--- src/pkg/sci_regs.vh ---
// register map, field positions, reset values and timing counts of the serial block
`ifndef SCI_REGS_VH
`define SCI_REGS_VH
`define SCI_IDX_STATUS 8'hf0
`define SCI_IDX_DATA 8'hf1
`define SCI_IDX_BAUD 8'hf2
`define SCI_IDX_LINE 8'hf3
`define SCI_IDX_RX_FINE 8'hf5
`define SCI_IDX_TX_FINE 8'hf6
`define SCI_IDX_LIN 8'hff
`define SCI_BAUD_PRE_HI 7
`define SCI_BAUD_PRE_LO 6
`define SCI_BAUD_TX_HI 5
`define SCI_BAUD_TX_LO 3
`define SCI_BAUD_RX_HI 2
`define SCI_BAUD_RX_LO 0
`define SCI_LINE_SEND_BREAK 0
`define SCI_LINE_TX_EN 1
`define SCI_LINE_RX_EN 2
`define SCI_LINE_NINE_BIT 4
`define SCI_LINE_TX_BIT8 5
`define SCI_LIN_ENABLE 6
`define SCI_ST_TX_EMPTY 0
`define SCI_ST_TX_BUSY 1
`define SCI_ST_RX_FULL 2
`define SCI_ST_OVERRUN 3
`define SCI_ST_RX_BIT8 4
`define SCI_ST_FRAME_ERR 5
`define SCI_RST_BAUD 8'h00
`define SCI_RST_LINE 8'h00
`define SCI_RST_FINE 8'h00
`define SCI_RST_LIN 8'h00
`define SCI_PRE_TC0 4'h0
`define SCI_PRE_TC1 4'h2
`define SCI_PRE_TC2 4'h3
`define SCI_PRE_TC3 4'hc
`define SCI_OVERSAMPLE 5'h10
`define SCI_MID_SAMPLE 4'h7
`define SCI_BRK_BASE 4'ha
`endif

--- src/rtl/sci_baud_lin.v ---
// serial interface: apb registers, baud generator, transmitter with lin break, receiver
// Functional notes
// RQ1 - with lin enable set, send break emits synch breaks of thirteen low bit times; the code sends fourteen when nine-bit words are also set.
// RQ2 - break low length is 10, 11 with nine-bit words, 13 with lin, 14 with both.
// RQ3 - data address writes the transmit holding register and reads the receive holding register.
// RQ4 - first prescaler divides the bus clock by 1, 3, 4 or 13 for codes 0 to 3.
// RQ5 - transmit divisor field divides by two to the field value, 1 to 128.
// RQ6 - receive divisor field divides by two to the field value, 1 to 128.
// RQ7 - transmit divisor alone applies while extended transmit value is zero, else the product.
// RQ8 - receive divisor alone applies while extended receive value is zero, else the product.
// RQ9 - nonzero extended receive value further divides the rate by 1 to 255.
// RQ10 - nonzero extended transmit value further divides the rate by 1 to 255.
// RQ11 - both extended prescalers reset to zero so only the plain path sets rates.
// RQ12 - setting then clearing send break sends one break after the current word; set while idle, the code breaks at once and the clear queues a second.
// RQ13 - word length bit selects eight or nine data bits between one start and one stop bit.
// RQ14 - rate settings take effect only while no character is in progress, without glitches.
`include "sci_regs.vh"
`timescale 1ns/1ns
`default_nettype none
module sci_baud_lin
(
  input wire pclk,
  input wire presetn,
  input wire psel,
  input wire penable,
  input wire pwrite,
  input wire [9:0] paddr,
  input wire [31:0] pwdata,
  output reg [31:0] prdata,
  output reg pready,
  output reg pslverr,
  input wire rxd,
  output reg txd,
  output reg txd_oe
);
  localparam TX_IDLE = 2'd0;
  localparam TX_FRAME = 2'd1;
  localparam TX_BREAK = 2'd2;
  localparam TX_STOP = 2'd3;
  localparam RX_IDLE = 2'd0;
  localparam RX_START = 2'd1;
  localparam RX_DATA = 2'd2;
  localparam RX_STOP = 2'd3;

  reg [7:0] baud_rate_select_q;
  reg [7:0] line_control_q;
  reg [7:0] rx_extended_prescaler_q;
  reg [7:0] tx_extended_prescaler_q;
  reg [7:0] lin_control_q;
  reg [7:0] tx_holding_register_q;
  reg tx_empty_q;
  reg [8:0] rx_holding_register_q;
  reg rx_full_q;
  reg overrun_q;
  reg frame_err_q;
  reg break_pend_q;
  reg [1:0] sh_pre_q;
  reg [5:0] sh_div_q;
  reg [15:0] sh_ext_q;
  reg [3:0] pre_cnt_q;
  reg [1:0] tx_state_q;
  reg [3:0] tx_os_q;
  reg [3:0] tx_bits_q;
  reg [10:0] tx_shift_q;
  reg [1:0] rx_state_q;
  reg [3:0] rx_os_q;
  reg [3:0] rx_bits_q;
  reg [8:0] rx_shift_q;
  reg rxd_meta_q;
  reg rxd_sync_q;
  reg rxd_prev_q;

  wire [1:0] rate_tick;
  wire [7:0] idx = paddr[9:2];
  wire aligned = (paddr[1:0] == 2'b00);
  wire wr_en = psel & penable & pready & pwrite & aligned;
  wire rd_en = psel & penable & pready & ~pwrite & aligned;
  wire nine_bit = line_control_q[`SCI_LINE_NINE_BIT];
  wire lin_en = lin_control_q[`SCI_LIN_ENABLE];
  wire send_break = line_control_q[`SCI_LINE_SEND_BREAK];
  wire tx_en = line_control_q[`SCI_LINE_TX_EN];
  wire rx_en = line_control_q[`SCI_LINE_RX_EN];
  wire tx_idle = (tx_state_q == TX_IDLE);
  wire rx_idle = (rx_state_q == RX_IDLE);
  wire data_wr = wr_en & (idx == `SCI_IDX_DATA);
  wire data_rd = rd_en & (idx == `SCI_IDX_DATA);
  wire line_wr = wr_en & (idx == `SCI_IDX_LINE);
  wire tx_bit_end = rate_tick[0] & (tx_os_q == 4'hf);
  wire break_req = send_break | break_pend_q;
  wire [3:0] brk_len;
  wire [3:0] pre_tc;
  reg mapped;
  reg [7:0] rd_val;

  // break length: base ten, plus one for nine-bit words, plus three for lin
  assign brk_len = `SCI_BRK_BASE + {2'b00, lin_en, lin_en} + {3'b000, nine_bit}; // [RQ1] [RQ2]
  assign pre_tc = (sh_pre_q == 2'd0) ? `SCI_PRE_TC0 :
                  (sh_pre_q == 2'd1) ? `SCI_PRE_TC1 :
                  (sh_pre_q == 2'd2) ? `SCI_PRE_TC2 : `SCI_PRE_TC3; // [RQ4]
  wire pre_tick = (pre_cnt_q == pre_tc);

  // apb read mux and decode
  always @*
  begin
    mapped = 1'b1;
    rd_val = 8'h00;
    if (idx == `SCI_IDX_STATUS)
    begin
      rd_val = {2'b00, frame_err_q, rx_holding_register_q[8], overrun_q, rx_full_q,
                ~tx_idle, tx_empty_q};
    end
    else if (idx == `SCI_IDX_DATA)
    begin
      rd_val = rx_holding_register_q[7:0]; // [RQ3]
    end
    else if (idx == `SCI_IDX_BAUD)
    begin
      rd_val = baud_rate_select_q;
    end
    else if (idx == `SCI_IDX_LINE)
    begin
      rd_val = line_control_q;
    end
    else if (idx == `SCI_IDX_RX_FINE)
    begin
      rd_val = rx_extended_prescaler_q;
    end
    else if (idx == `SCI_IDX_TX_FINE)
    begin
      rd_val = tx_extended_prescaler_q;
    end
    else if (idx == `SCI_IDX_LIN)
    begin
      rd_val = lin_control_q & 8'h40;
    end
    else
    begin
      mapped = 1'b0;
    end
  end

  // one wait-free access phase; answer prepared during setup
  always @(posedge pclk or negedge presetn)
  begin
    if (!presetn)
    begin
      pready <= 1'b0;
      pslverr <= 1'b0;
      prdata <= 32'h0000_0000;
    end
    else
    begin
      pready <= psel & ~penable;
      pslverr <= psel & ~penable & ~(mapped & aligned);
      prdata <= (psel & ~penable & ~pwrite) ? {24'h00_0000, rd_val} : 32'h0000_0000;
    end
  end

  // software registers
  always @(posedge pclk or negedge presetn)
  begin
    if (!presetn)
    begin
      baud_rate_select_q <= `SCI_RST_BAUD;
      line_control_q <= `SCI_RST_LINE;
      rx_extended_prescaler_q <= `SCI_RST_FINE; // [RQ11]
      tx_extended_prescaler_q <= `SCI_RST_FINE; // [RQ11]
      lin_control_q <= `SCI_RST_LIN;
      tx_holding_register_q <= 8'h00;
    end
    else if (wr_en)
    begin
      if (idx == `SCI_IDX_BAUD)
        baud_rate_select_q <= pwdata[7:0];
      else if (idx == `SCI_IDX_LINE)
        line_control_q <= pwdata[7:0];
      else if (idx == `SCI_IDX_RX_FINE)
        rx_extended_prescaler_q <= pwdata[7:0];
      else if (idx == `SCI_IDX_TX_FINE)
        tx_extended_prescaler_q <= pwdata[7:0];
      else if (idx == `SCI_IDX_LIN)
        lin_control_q <= pwdata[7:0] & 8'h40;
      else if (idx == `SCI_IDX_DATA)
        tx_holding_register_q <= pwdata[7:0]; // [RQ3]
    end
  end

  // shadows move only between characters so a rate change never cuts a bit short
  always @(posedge pclk or negedge presetn)
  begin
    if (!presetn)
    begin
      sh_pre_q <= 2'd0;
      sh_div_q <= 6'd0;
      sh_ext_q <= 16'h0000;
      pre_cnt_q <= 4'h0;
    end
    else
    begin
      if (tx_idle & rx_idle)
      begin
        sh_pre_q <= baud_rate_select_q[`SCI_BAUD_PRE_HI:`SCI_BAUD_PRE_LO]; // [RQ14]
        sh_div_q <= {baud_rate_select_q[`SCI_BAUD_RX_HI:`SCI_BAUD_RX_LO],
                     baud_rate_select_q[`SCI_BAUD_TX_HI:`SCI_BAUD_TX_LO]}; // [RQ14]
        sh_ext_q <= {rx_extended_prescaler_q, tx_extended_prescaler_q}; // [RQ14]
      end
      pre_cnt_q <= pre_tick ? 4'h0 : pre_cnt_q + 4'h1; // [RQ4]
    end
  end

  // per-channel rate chain: divisor by 2^n, then optional extended divide; ch0 tx, ch1 rx
  genvar ch;
  generate
    for (ch = 0; ch < 2; ch = ch + 1)
    begin : g_rate
      reg [6:0] div_cnt_q;
      reg [7:0] ext_cnt_q;
      wire [2:0] div_sel = sh_div_q[ch*3 +: 3];
      wire [7:0] ext_val = sh_ext_q[ch*8 +: 8];
      wire [6:0] div_tc = (7'h01 << div_sel) - 7'h01;
      wire div_tick = pre_tick & (div_cnt_q == div_tc);
      // zero extended value bypasses the stage
      wire ext_last = (ext_val == 8'h00) | (ext_cnt_q == ext_val - 8'h01); // [RQ7] [RQ8]
      assign rate_tick[ch] = div_tick & ext_last;
      always @(posedge pclk or negedge presetn)
      begin
        if (!presetn)
        begin
          div_cnt_q <= 7'h00;
          ext_cnt_q <= 8'h00;
        end
        else if (pre_tick)
        begin
          div_cnt_q <= div_tick ? 7'h00 : div_cnt_q + 7'h01; // [RQ5] [RQ6]
          if (div_tick)
            ext_cnt_q <= ext_last ? 8'h00 : ext_cnt_q + 8'h01; // [RQ9] [RQ10]
        end
      end
    end
  endgenerate

  // transmitter; a break queued by set-then-clear waits for the frame end
  always @(posedge pclk or negedge presetn)
  begin
    if (!presetn)
    begin
      tx_state_q <= TX_IDLE;
      tx_os_q <= 4'h0;
      tx_bits_q <= 4'h0;
      tx_shift_q <= 11'h7ff;
      tx_empty_q <= 1'b1;
      break_pend_q <= 1'b0;
      txd <= 1'b1;
      txd_oe <= 1'b0;
    end
    else
    begin
      txd_oe <= tx_en;
      if (line_wr & send_break & ~pwdata[`SCI_LINE_SEND_BREAK])
        break_pend_q <= 1'b1; // [RQ12]
      else if (tx_idle & tx_en & break_req & rate_tick[0])
        break_pend_q <= 1'b0;
      if (data_wr)
        tx_empty_q <= 1'b0;
      case (tx_state_q)
        TX_IDLE:
        begin
          txd <= 1'b1;
          tx_os_q <= 4'h0;
          // starts aligned to a rate tick so the first bit is full length
          if (tx_en & rate_tick[0] & break_req)
          begin
            tx_state_q <= TX_BREAK;
            tx_bits_q <= brk_len; // [RQ1] [RQ2]
            txd <= 1'b0;
          end
          else if (tx_en & rate_tick[0] & ~tx_empty_q & ~data_wr)
          begin
            tx_state_q <= TX_FRAME;
            // holding word moves to the shifter, so software may reload at once
            tx_empty_q <= 1'b1;
            // start, 8 or 9 data, stop, lsb first
            tx_shift_q <= nine_bit ?
              {1'b1, line_control_q[`SCI_LINE_TX_BIT8], tx_holding_register_q, 1'b0} :
              {2'b11, tx_holding_register_q, 1'b0}; // [RQ13]
            tx_bits_q <= nine_bit ? 4'hb : 4'ha; // [RQ13]
            txd <= 1'b0;
          end
        end
        TX_FRAME:
        begin
          if (rate_tick[0])
            tx_os_q <= tx_os_q + 4'h1;
          if (tx_bit_end)
          begin
            tx_shift_q <= {1'b1, tx_shift_q[10:1]};
            txd <= tx_shift_q[1];
            tx_bits_q <= tx_bits_q - 4'h1;
            if (tx_bits_q == 4'h1)
            begin
              tx_state_q <= TX_IDLE;
              txd <= 1'b1;
            end
          end
        end
        TX_BREAK:
        begin
          if (rate_tick[0])
            tx_os_q <= tx_os_q + 4'h1;
          if (tx_bit_end)
          begin
            tx_bits_q <= tx_bits_q - 4'h1;
            if (tx_bits_q == 4'h1)
            begin
              tx_state_q <= TX_STOP;
              txd <= 1'b1;
            end
          end
        end
        default:
        begin
          if (rate_tick[0])
            tx_os_q <= tx_os_q + 4'h1;
          if (tx_bit_end)
            tx_state_q <= TX_IDLE;
        end
      endcase
    end
  end

  // receive pin synchroniser
  always @(posedge pclk or negedge presetn)
  begin
    if (!presetn)
    begin
      rxd_meta_q <= 1'b1;
      rxd_sync_q <= 1'b1;
      rxd_prev_q <= 1'b1;
    end
    else
    begin
      rxd_meta_q <= rxd;
      rxd_sync_q <= rxd_meta_q;
      rxd_prev_q <= rxd_sync_q;
    end
  end

  // receiver, samples at mid bit on the 16x rate tick
  wire rx_mid = rate_tick[1] & (rx_os_q == `SCI_MID_SAMPLE);
  wire rx_done = (rx_state_q == RX_STOP) & rx_mid;
  always @(posedge pclk or negedge presetn)
  begin
    if (!presetn)
    begin
      rx_state_q <= RX_IDLE;
      rx_os_q <= 4'h0;
      rx_bits_q <= 4'h0;
      rx_shift_q <= 9'h000;
      rx_holding_register_q <= 9'h000;
      rx_full_q <= 1'b0;
      overrun_q <= 1'b0;
      frame_err_q <= 1'b0;
    end
    else
    begin
      if (rate_tick[1])
        rx_os_q <= rx_os_q + 4'h1;
      case (rx_state_q)
        RX_IDLE:
        begin
          rx_os_q <= 4'h0;
          if (rx_en & rxd_prev_q & ~rxd_sync_q)
            rx_state_q <= RX_START;
        end
        RX_START:
        begin
          if (rx_mid)
          begin
            rx_state_q <= rxd_sync_q ? RX_IDLE : RX_DATA;
            rx_bits_q <= nine_bit ? 4'h9 : 4'h8; // [RQ13]
          end
        end
        RX_DATA:
        begin
          if (rx_mid)
          begin
            rx_shift_q <= nine_bit ? {rxd_sync_q, rx_shift_q[8:1]} :
                                     {1'b0, rxd_sync_q, rx_shift_q[7:1]};
            rx_bits_q <= rx_bits_q - 4'h1;
            if (rx_bits_q == 4'h1)
              rx_state_q <= RX_STOP;
          end
        end
        default:
        begin
          if (rx_mid)
            rx_state_q <= RX_IDLE;
        end
      endcase
      // a word landing in the read cycle clears overrun and keeps rx full set
      if (rx_done & rx_full_q & ~data_rd)
        overrun_q <= 1'b1;
      else if (data_rd | ~rx_en)
        overrun_q <= 1'b0;
      if (rx_done & (~rx_full_q | data_rd))
      begin
        rx_holding_register_q <= rx_shift_q; // [RQ3]
        rx_full_q <= 1'b1;
        frame_err_q <= ~rxd_sync_q;
      end
      else if (data_rd | ~rx_en)
      begin
        rx_full_q <= 1'b0;
        frame_err_q <= 1'b0;
      end
    end
  end
endmodule
`default_nettype wire

--- config.mk ---
export PLATFORM = sky130hd
export DESIGN_NAME = sci_baud_lin
export DESIGN_NICKNAME = d
export VERILOG_FILES = /design/src/rtl/sci_baud_lin.v
export VERILOG_INCLUDE_DIRS = /design/src /design/src/pkg
export SDC_FILE = /design/constraint.sdc
export NUM_CORES = 1
export LEC_CHECK = 0
export BUFFER_PORTS_ARGS = -buffer_cell sky130_fd_sc_hd__buf_2
export CORE_AREA = 4 4 147 149
export CTS_CLUSTER_DIAMETER = 100
export CTS_CLUSTER_SIZE = 10
export DETAILED_ROUTE_END_ITERATION = 6
export DIE_AREA = 0 0 151 153
export SYNTH_ARGS = -nofsm -noshare
export SYNTH_HDL_FRONTEND = slang
export SYNTH_SLANG_ARGS = --single-unit
--- constraint.sdc ---
create_clock -name pclk -period 2.7 [get_ports pclk]
set_input_delay 0 -clock pclk [delete_from_list [all_inputs] [get_ports pclk]]
set_output_delay 0 -clock pclk [all_outputs]
set_load 0.01 [all_outputs]
# Yosys cells after proc, flatten, opt, wreduce, memory -nomap -nowiden
# Index checks and enable logic that the tools add are counted.
totals:
  reg_bits: 168
  out_inout_bits: 36
  elab_cells: 251
op_classes:
  addsub: 15
  eq_ne: 35
  shift: 2
  mux: 74
  n_bitwise: 56
  reduce_logical: 33
op_table:
  columns: ["op", "count"]
  rows:
  - ["8-bit two-way mux", 9]
  - ["8-bit equality test (second input constant)", 7]
  - ["4-bit two-way mux", 13]
  - ["1-bit bitwise AND", 35]
  - ["11-bit two-way mux", 3]
  - ["2-bit two-way mux", 13]
  - ["1-bit two-way mux", 25]
  - ["11-bit one-hot mux with 2 select lines", 1]
  - ["7-bit two-way mux", 3]
  - ["2-bit nonzero test", 10]
  - ["8-bit by 1-bit adder with 8-bit output (second input constant)", 2]
  - ["8-bit equality test", 2]
  - ["8-bit logical NOT", 2]
  - ["2-bit inequality test (second input constant)", 8]
  - ["1-bit inverter", 16]
  - ["4-bit one-hot mux with 2 select lines", 2]
  - ["8-bit by 1-bit subtractor with 8-bit output (second input constant)", 2]
  - ["7-bit by 1-bit adder with 7-bit output (second input constant)", 2]
  - ["7-bit equality test", 2]
  - ["1-bit by 3-bit << shifter with 7-bit output (first input constant)", 2]
  - ["7-bit by 1-bit subtractor with 7-bit output (second input constant)", 2]
  - ["4-bit by 1-bit adder with 4-bit output (second input constant)", 3]
  - ["2-bit one-hot mux with 3 select lines", 2]
  - ["4-bit AND reduction", 3]
  - ["23 further kinds", 46]

# Depth between registers and ports, before layout
# Gate-level depths: netlist (run 1).
logic_depth:
  word_depth: 13
  depth_mapped: 13
  ltp_nobuf: 11

# Worst setup path before layout (run 1)
# OpenSTA, ideal clock, no wires.
synth_timing:
  path_kind: "flip-flop to flip-flop"
  start: "reg sh_div_q[2]"
  end: "reg tx_bits_q[3]"
  setup_ns: 0.122
  arrival_time_ns: 2.847
  required_ns: 2.578
  slack_ns: -0.269
  path_stages_with_launch: 12
  synth_period_minus_slack_ns: 2.969
  cell_sequence: "dfrtp_1 > buf_2 > or3_1 > ha_1 > nand4bb_1 > o21ai_0 > a31oi_1 > nor4b_4 > inv_4 > nor4b_4 > and4_1 > nor3_1"
synth_between:
  elab_chain_cells: 10
synth_rtl:
  columns: ["element", "line_no", "text"]
  rows:
  - ["start, declared", "sci_baud_lin.v:58", "reg [5:0] sh_div_q;"]
  - ["start signal, assigned", "sci_baud_lin.v:203", "sh_div_q <= {baud_rate_select_q[`SCI_BAUD_RX_HI:`SCI_BAUD_RX_LO],"]
  - ["1-bit by 3-bit << shifter with 7-bit output *", "sci_baud_lin.v:220", "wire [6:0] div_tc = (7'h01 << div_sel) - 7'h01;"]
  - ["7-bit by 1-bit subtractor with 7-bit output *", "sci_baud_lin.v:220", null]
  - ["7-bit equality test *", "sci_baud_lin.v:221", "wire div_tick = pre_tick & (div_cnt_q == div_tc);"]
  - ["1-bit bitwise AND *", "sci_baud_lin.v:221", null]
  - ["1-bit bitwise AND *", "sci_baud_lin.v:224", "assign rate_tick[ch] = div_tick & ext_last;"]
  - ["1-bit bitwise AND", "sci_baud_lin.v:271, sci_baud_lin.v:277", null]
  - ["1-bit bitwise AND (2 in a row)", "sci_baud_lin.v:277", "else if (tx_en & rate_tick[0] & ~tx_empty_q & ~data_wr)"]
  - ["3-bit by 1-bit inequality test with 1-bit output (no source line)", null, null]
  - ["3-bit AND reduction (no source line)", null, null]
  - ["end signal, assigned", "sci_baud_lin.v:274", "tx_bits_q <= brk_len;"]
  - ["end signal, assigned", "sci_baud_lin.v:286", "tx_bits_q <= nine_bit ? 4'hb : 4'ha;"]
  - ["end signal, assigned", "sci_baud_lin.v:298", "tx_bits_q <= tx_bits_q - 4'h1;"]
  - ["end, declared", "sci_baud_lin.v:63", "reg [3:0] tx_bits_q;"]
# Every way passes the cells marked *; elsewhere a longest branch is shown, timed or not.
# A chain may end at the register's enable or synchronous reset.

# Worst setup path in the final report (run 1)
layout_timing:
  start: "reg sh_div_q[4]"
  end: "reg rx_shift_q[2]"
layout_between:
  elab_chain_cells: 7
layout_rtl:
  columns: ["element", "line_no", "text"]
  rows:
  - ["1-bit by 3-bit << shifter with 7-bit output", "sci_baud_lin.v:220", null]
  - ["7-bit by 1-bit subtractor with 7-bit output", "sci_baud_lin.v:220", null]
  - ["7-bit equality test", "sci_baud_lin.v:221", null]
  - ["1-bit bitwise AND", "sci_baud_lin.v:221", null]
  - ["1-bit bitwise AND", "sci_baud_lin.v:224", null]
  - ["1-bit bitwise AND", "sci_baud_lin.v:349", "wire rx_mid = rate_tick[1] & (rx_os_q == `SCI_MID_SAMPLE);"]
  - ["2-bit AND reduction (no source line)", null, null]
  - ["end signal, assigned", "sci_baud_lin.v:387", "rx_shift_q <= nine_bit ? {rxd_sync_q, rx_shift_q[8:1]} :"]
  - ["end, declared", "sci_baud_lin.v:68", "reg [8:0] rx_shift_q;"]
# No other way between the ends.

==> results of run 1 <==
layout by cell type (no fill, tap or decap), types with 4 or more instances in the layout:
| master | count |
|---|---|
| conb_1 | 24 |
| buf_2 | 34 |
| nand4_1 | 17 |
| o211ai_1 | 7 |
| nor3b_1 | 4 |
| a211oi_1 | 5 |
| o21ai_0 | 27 |
| a221oi_1 | 6 |
| o211a_1 | 5 |
| o2bb2ai_1 | 5 |
| nor3_1 | 21 |
| nand2b_1 | 9 |
| xor2_1 | 17 |
| buf_4 | 51 |
| ha_1 | 21 |
| inv_8 | 5 |
| inv_6 | 5 |
| xnor2_1 | 29 |
| nor2b_1 | 13 |
| dlygate4sd3_1 | 14 |
| mux2_4 | 13 |
| a31oi_1 | 7 |
| buf_12 | 5 |
| a21oi_1 | 23 |
| or3_4 | 6 |
| and2_1 | 4 |
| mux2i_1 | 18 |
| dfstp_2 | 14 |
| nand3_1 | 25 |
| nor2_1 | 53 |
| buf_6 | 11 |
| clkbuf_16 | 17 |
| or3_1 | 6 |
| nor3_2 | 5 |
| mux2_2 | 81 |
| dfrtp_1 | 152 |
| o21ai_1 | 4 |
| and3_1 | 7 |
| nand2_1 | 58 |
| inv_1 | 21 |
worst max-delay path: stages, from the launching register on:
cell	delay, ns
dfrtp_1	0.40
buf_6	0.13
buf_6	0.11
or4_1	0.46
a21oi_1	0.16
o211ai_1	0.14
or3_4	0.38
a21oi_4	0.25
nand3_2	0.15
buf_12	0.21
mux2_4	0.29
how the worst min path moves through the flow:
| stage | cells after the start | slack (ns) | end | from |
|---|---|---|---|---|
| after CTS | 4 | 0.03 | pslverr | paddr[6] |
| after global routing | 4 | 0.07 | pslverr | paddr[4] |
| after global placement | 1 | 0.05 | g_rate[0].div_cnt_q[2] | presetn |
| after detailed placement | 1 | 0.05 | g_rate[0].div_cnt_q[2] | presetn |
| after floorplan | 0 | -0.30 | baud_rate_select_q[0] | presetn |
| final | 4 | 0.04 | pslverr | paddr[4] |
per-stage QoR:
step	area, sq um	total power (W)
CTS	10600	0.00715
floorplan	9120	0.00395
finish	10800	0.00727
detailed placement	9710	0.00454
global route	10800	0.00767
global placement	9710	0.00453
cells by family (layout without fill, tap and decap cells):
| family | Yosys count | in the layout | synth area share (%) |
|---|---|---|---|
| AOI/OAI and AO/OA | 128 | 128 | 9.61 |
| xor gates and xnor gates | 48 | 48 | 4.69 |
| adders and majority gates | 24 | 24 | 3.35 |
| buffers and inverters | 77 | 169 | 4.58 |
| DFF | 166 | 166 | 46.6 |
| muxes | 113 | 113 | 14.5 |
| other | 1 | 24 | 0.0419 |
| and+or+nand+nor | 270 | 270 | 16.6 |
repair_timing:
| action | in CTS | in global routing |
|---|---|---|
| hold endpoints to repair | 109 | 0 |
| resized for setup | 17 | 39 |
| hold buffers | 14 | 0 |
| endpoints found under the setup margin | 49 | 54 |
| buffers inserted | 11 | 5 |
| pin swaps | 8 | 15 |
per-layer routing:
layer	part of all wire, %	global-route usage, %	up-vias	wire length, um
met2	48	27.1	99	9190
met1	48	25.6	3102	9320
li1	-	-	3138	-
met4	0.82	4.06	0	159
met3	3.4	3.14	10	648
met5	0	0	-	0
flip-flops by register name, indices dropped and copies added (netlist names), 6 cells and up:
name,flops
rx_holding_register_q,9
prdata,8
line_control_q,8
g_rate.ext_cnt_q,16
tx_holding_register_q,8
baud_rate_select_q,8
rx_shift_q,9
sh_div_q,6
rx_extended_prescaler_q,8
sh_ext_q,16
g_rate.div_cnt_q,14
tx_shift_q,9
tx_extended_prescaler_q,8
power by group:
part           switching, W  internal, W
clock network       0.00113      0.00124
registers          0.000108      0.00264
logic               0.00112      0.00104
total               0.00236      0.00491
layout make-up:
cell class	instances	area, sq um	share of cell area, %
clock buffers	17	425	3.95
flip-flops and latches	166	4170	38.7
well taps	270	338	3.14
repair buffers	115	917	8.51
inverters	22	87.6	0.813
multi-input cells	607	4680	43.4
clock inverters	15	155	1.44
==> results.cfg, run 1 <==
[synthesis]
async_flop_share_pct = 100
ys_warn_count = 0
ys_seq_area_share_pct = 46.6
synthDistinctLibCells = 78
synth_top_cell_area_share_pct = 42.5
yosys-top-cells-area = dfrtp_1, mux2_2, dfstp_2
ys_ff_latch = 166
syn_avg_cell_area_sq_um = 10.8
synth_edf_count = 0
synth_top_cell_by_area = dfrtp_1
synth_common_cells = dfrtp_1, mux2_2, nand2_1
synthMostInstantiatedCell = dfrtp_1
ys.flop_type = dfrtp_1
synth_area_sq_um = 8960
syn_inst = 827

[critical_path]
r2r-end = rx_shift_q[2]
reg2reg_slack_ns = -0.08
crit_start = sh_div_q[4]
critPathCaptureType = flop
cp_max_fo = 11
crit_path_start_kind = flop
reg2reg_from = sh_div_q[4]
cp.arrival_ns = 3.09
path_class = reg -> reg
cp.required_ns = 3.02
cp-endpoint = rx_shift_q[2]
reg2regPathDepth = 10

[grt]
antenna_found_initial = 0
grt_max_degree = 68
grt_pass1_wl_um = 32800
grt_pass1_vias = 6305
grt-ovfl-total = 0
grt_usage_pct = 17.5

[placement]
gp_congestion = 0.804
port_buffers = 35
hpwlAfterDp_um = 13600
dp_slack_ns = -0.152
dpl.cell_count = 1152

[sta]
hold_viol = 0
worst_slack_ns = -0.0784
drv_slew = 0
holdWs_ns = 0.0429
tightestPinTransition_ns = 0.783
skew_ns = 0.0110
timing.setup.tns_ns = -1.01
setup_viol = 20
period_share_pct = 103
timing.final.crit_period_ns = 2.78
rsz0062_at_grt = yes
relSlewSlack_pct = 47.6
achievable-frequency_mhz = 360

[routing]
drt_iter0_drc = 334
drcViolationCount = 0
firstDrtPassIters = 4
drt-vias-per-instance = 5.24
drtAntennaViolNets = 0
route.vias.total = 6349
wire_per_inst_um = 15.9
wl_um = 19300

[clocking]
htreeDepth = 4
clock-root-buffer = clkbuf_16
cts_tree = done
insertion_delay_ns = 0.43
cts.clk_slew.worst_paths_ns = 0.07
clkSinkCount = 166
clockBufferDepth = 2
cts_inserted_buffers = 17

[cells_and_area]
nNetsFinal = 1001
areaGrowthSynthToFinish_pct = 20.3
n_antenna_cell = 0
fillers = 1819
fin_cells = 1212
final_util_pct = 53.4
drive_gt1_share_pct = 31.7

[power_and_ir_drop]
vdd_drop_max_mv = 0.405
powerDensity_nw_per_um2 = 675
p_leak_nw = 4.99

[outcome]
status = finished with violations
violations = negative setup slack

[die]
io-pin-count = 84
die-width_um = 151
die_h_um = 153
coreArea_sq_um = 20200
start_util_pct = 44.4
die_area_sq_um = 23100
rows = 52

[worst_hold_path]
hp-class = in -> reg

[run]
cap_violations = 0
No activity file was read; power rests on OpenSTA's default activity.
==> run 2: changes to the inputs <==
--- a/config.mk
+++ b/config.mk
@@ -12,6 +12,7 @@
 export CTS_CLUSTER_SIZE = 10
 export DETAILED_ROUTE_END_ITERATION = 6
 export DIE_AREA = 0 0 151 153
+export RECOVER_POWER = 50
 export SYNTH_ARGS = -nofsm -noshare
 export SYNTH_HDL_FRONTEND = slang
 export SYNTH_SLANG_ARGS = --single-unit
==> run 2 against run 1 <==
  * The flow finishes with violations (max-capacitance violations, max-slew violations, negative setup slack)
  * Largest cell class unchanged
  * Fmax shrank 0.25%
  * First-iteration DRC count grew 1.2%
  * Total power is essentially flat
  * Hold slack gained 0.0043 ns
  * Die area is the same
  * Global-route usage is the same
  * Critical path type unchanged
  * Flip-flop and latch count is the same
==> results.cfg, run 2 (same netlist as run 1, synthesis figures left out) <==
[placement]
dpl_cell_area_sq_um = 9710
dp_slack_ns = -0.152
gp_congestion = 0.804
port_buffers = 35
dpl.cell_count = 1152
hpwlAfterDp_um = 13600

[clocking]
clockBufferDepth = 2
clock-root-buffer = clkbuf_16
insertion_delay_ns = 0.42
htreeDepth = 4
clkSinkCount = 166
cts_tree = done
cts.clk_slew.worst_paths_ns = 0.07
cts_inserted_buffers = 17

[die]
rows = 52
die_h_um = 153
die-width_um = 151
io-pin-count = 84
start_util_pct = 44.4
coreArea_sq_um = 20200
die_area_sq_um = 23100

[cells_and_area]
layout_common_cells = dfrtp_1, mux2_2, nand2_1, nor2_1, buf_4
stdcell_area_sq_um = 10700
n_antenna_cell = 0
nNetsFinal = 1001
drive_gt1_share_pct = 30.5
layout_commonest_cell = dfrtp_1
fin_cells = 1212
largest_registers = g_rate.ext_cnt_q x16, sh_ext_q x16, g_rate.div_cnt_q x14
areaGrowthSynthToFinish_pct = 19.9
fillers = 1828

[sta]
tightestPinTransition_ns = 1.65
worst_slack_ns = -0.0853
achievable-frequency_mhz = 359
rsz0062_at_grt = yes
period_share_pct = 103
setup_viol = 20
relSlewSlack_pct = -9.93
timing.final.crit_period_ns = 2.79
drv_slew = 68
hold_viol = 0
skew_ns = 0.0108

[critical_path]
critPathCaptureType = flop
crit_chain = buf_6, buf_6, or4_1, a21oi_1, o211ai_1, or3_4, a21oi_4, nand3_2, buf_12, mux2_4
cp.arrival_ns = 3.09
crit_path_start_kind = flop
slowest_delay_ns = 0.46
path_class = reg -> reg
crit_top_cell = buf_6
critical-path-slowest-cell = or4_1
cp.required_ns = 3.01
cp_max_fo = 11

[power_and_ir_drop]
swShare_pct = 32.5
comb_power_share_pct = 29.7
p_switching_w = 0.00236
vdd_drop_max_mv = 0.399
seqPwrFrac_pct = 37.7
clkPwrFrac_pct = 32.6
powerDensity_nw_per_um2 = 677
p_int_w = 0.00491
p_leak_nw = 4.93

[routing]
route.vias.total = 6392
drt_iter0_drc = 338
firstDrtPassIters = 5
drtAntennaViolNets = 0
drt-vias-per-instance = 5.27
wire_per_inst_um = 15.9
drcViolationCount = 0
wl_um = 19300

[grt]
grt_max_degree = 68
grt_pass1_wl_um = 32800
grt_pass1_vias = 6305
grt-ovfl-total = 0
grt_usage_pct = 17.5
antenna_found_initial = 0

[outcome]
violations = max-capacitance violations, max-slew violations, negative setup slack
status = finished with violations

[worst_hold_path]
hp-class = in -> reg

[run]
cap_violations = 1
==> run 2: cell types whose count changed in the layout (fill, tap and decap cells not counted), sizes merged <==
cell / change
buf: -14
clkbuf: +14
==> run 2: routing by layer <==
metal / GRT usage (%) / routed length [um] / up-vias
met5: 0 / 0 / -
met4: 4.06 / 175 / 0
met3: 3.14 / 687 / 14
met2: 27.1 / 9130 / 109
met1: 25.6 / 9320 / 3125
li1: - / - / 3144
==> run 2: timing repair <==
| item | 4_1_cts | 5_1_grt |
|---|---|---|
| hold buffers | 14 | 0 |
| pin swaps | 8 | 15 |
| setup buffers | 11 | 5 |
| resized for setup | 17 | 39 |
| setup endpoints to repair | 49 | 54 |
| endpoints found under the hold margin | 109 | 0 |
==> run 2: layout make-up <==
type,count,area (sq um),area share (%)
multi-input cells,607,4680,43.6
flip-flops and latches,166,4170,38.8
repair buffers,115,882,8.21
clock buffers,17,425,3.96
well taps,270,338,3.15
clock inverters,15,155,1.44
inverters,22,87.6,0.816
==> run 2: power groups by stage <==
stage                     Clock [W]  Combinational, W  Sequential, W
after detailed placement          0           0.00175        0.00279
after CTS                   0.00243           0.00197        0.00274
after global routing        0.00254           0.00236        0.00276
after global placement            0           0.00174        0.00279
after floorplan                   0           0.00117        0.00277
final                       0.00237           0.00216        0.00274
==> run 2: worst max-delay path, delay by kind of cell (launching register included) <==
kind	cells	cell delay [ns]
DFF	1	0.40
buffers and inverters	3	0.45
AOI/OAI and AO/OA	3	0.55
and+or+nand+nor	3	0.99
muxes	1	0.29
==> run 2: path summary, 6_finish.rpt <==
path	slack (ns)	start	endpoint	depth (start not counted)
worst max-delay path	-0.09	sh_div_q[4]	rx_shift_q[2]	10
worst min-delay path	0.05	paddr[4]	pslverr	4
worst max register to register	-0.09	sh_div_q[4]	rx_shift_q[2]	10
worst min register to register	0.36	rxd_meta_q	rxd_sync_q	0
max in group asynchronous	0.57	presetn	line_control_q[1]	3
min in group asynchronous	0.53	presetn	g_rate[0].div_cnt_q[2]	2
==> run 2: metrics by stage <==
| stage | hold slack (ns) | TNS (ns) | total power, W | util (%) |
|---|---|---|---|---|
| 5_1_grt | 0.0683 | -3.84 | 0.00766 | 53.2 |
| 3_3_place_gp | 0.0549 | -3.36 | 0.00453 | 48.1 |
| 6_report | 0.0472 | -1.08 | 0.00727 | 53.2 |
| 3_5_place_dp | 0.0490 | -4.56 | 0.00454 | 48.1 |
| 4_1_cts | 0.0274 | -1.01 | 0.00715 | 52.5 |
| 2_1_floorplan | -0.296 | -0.452 | 0.00395 | - |
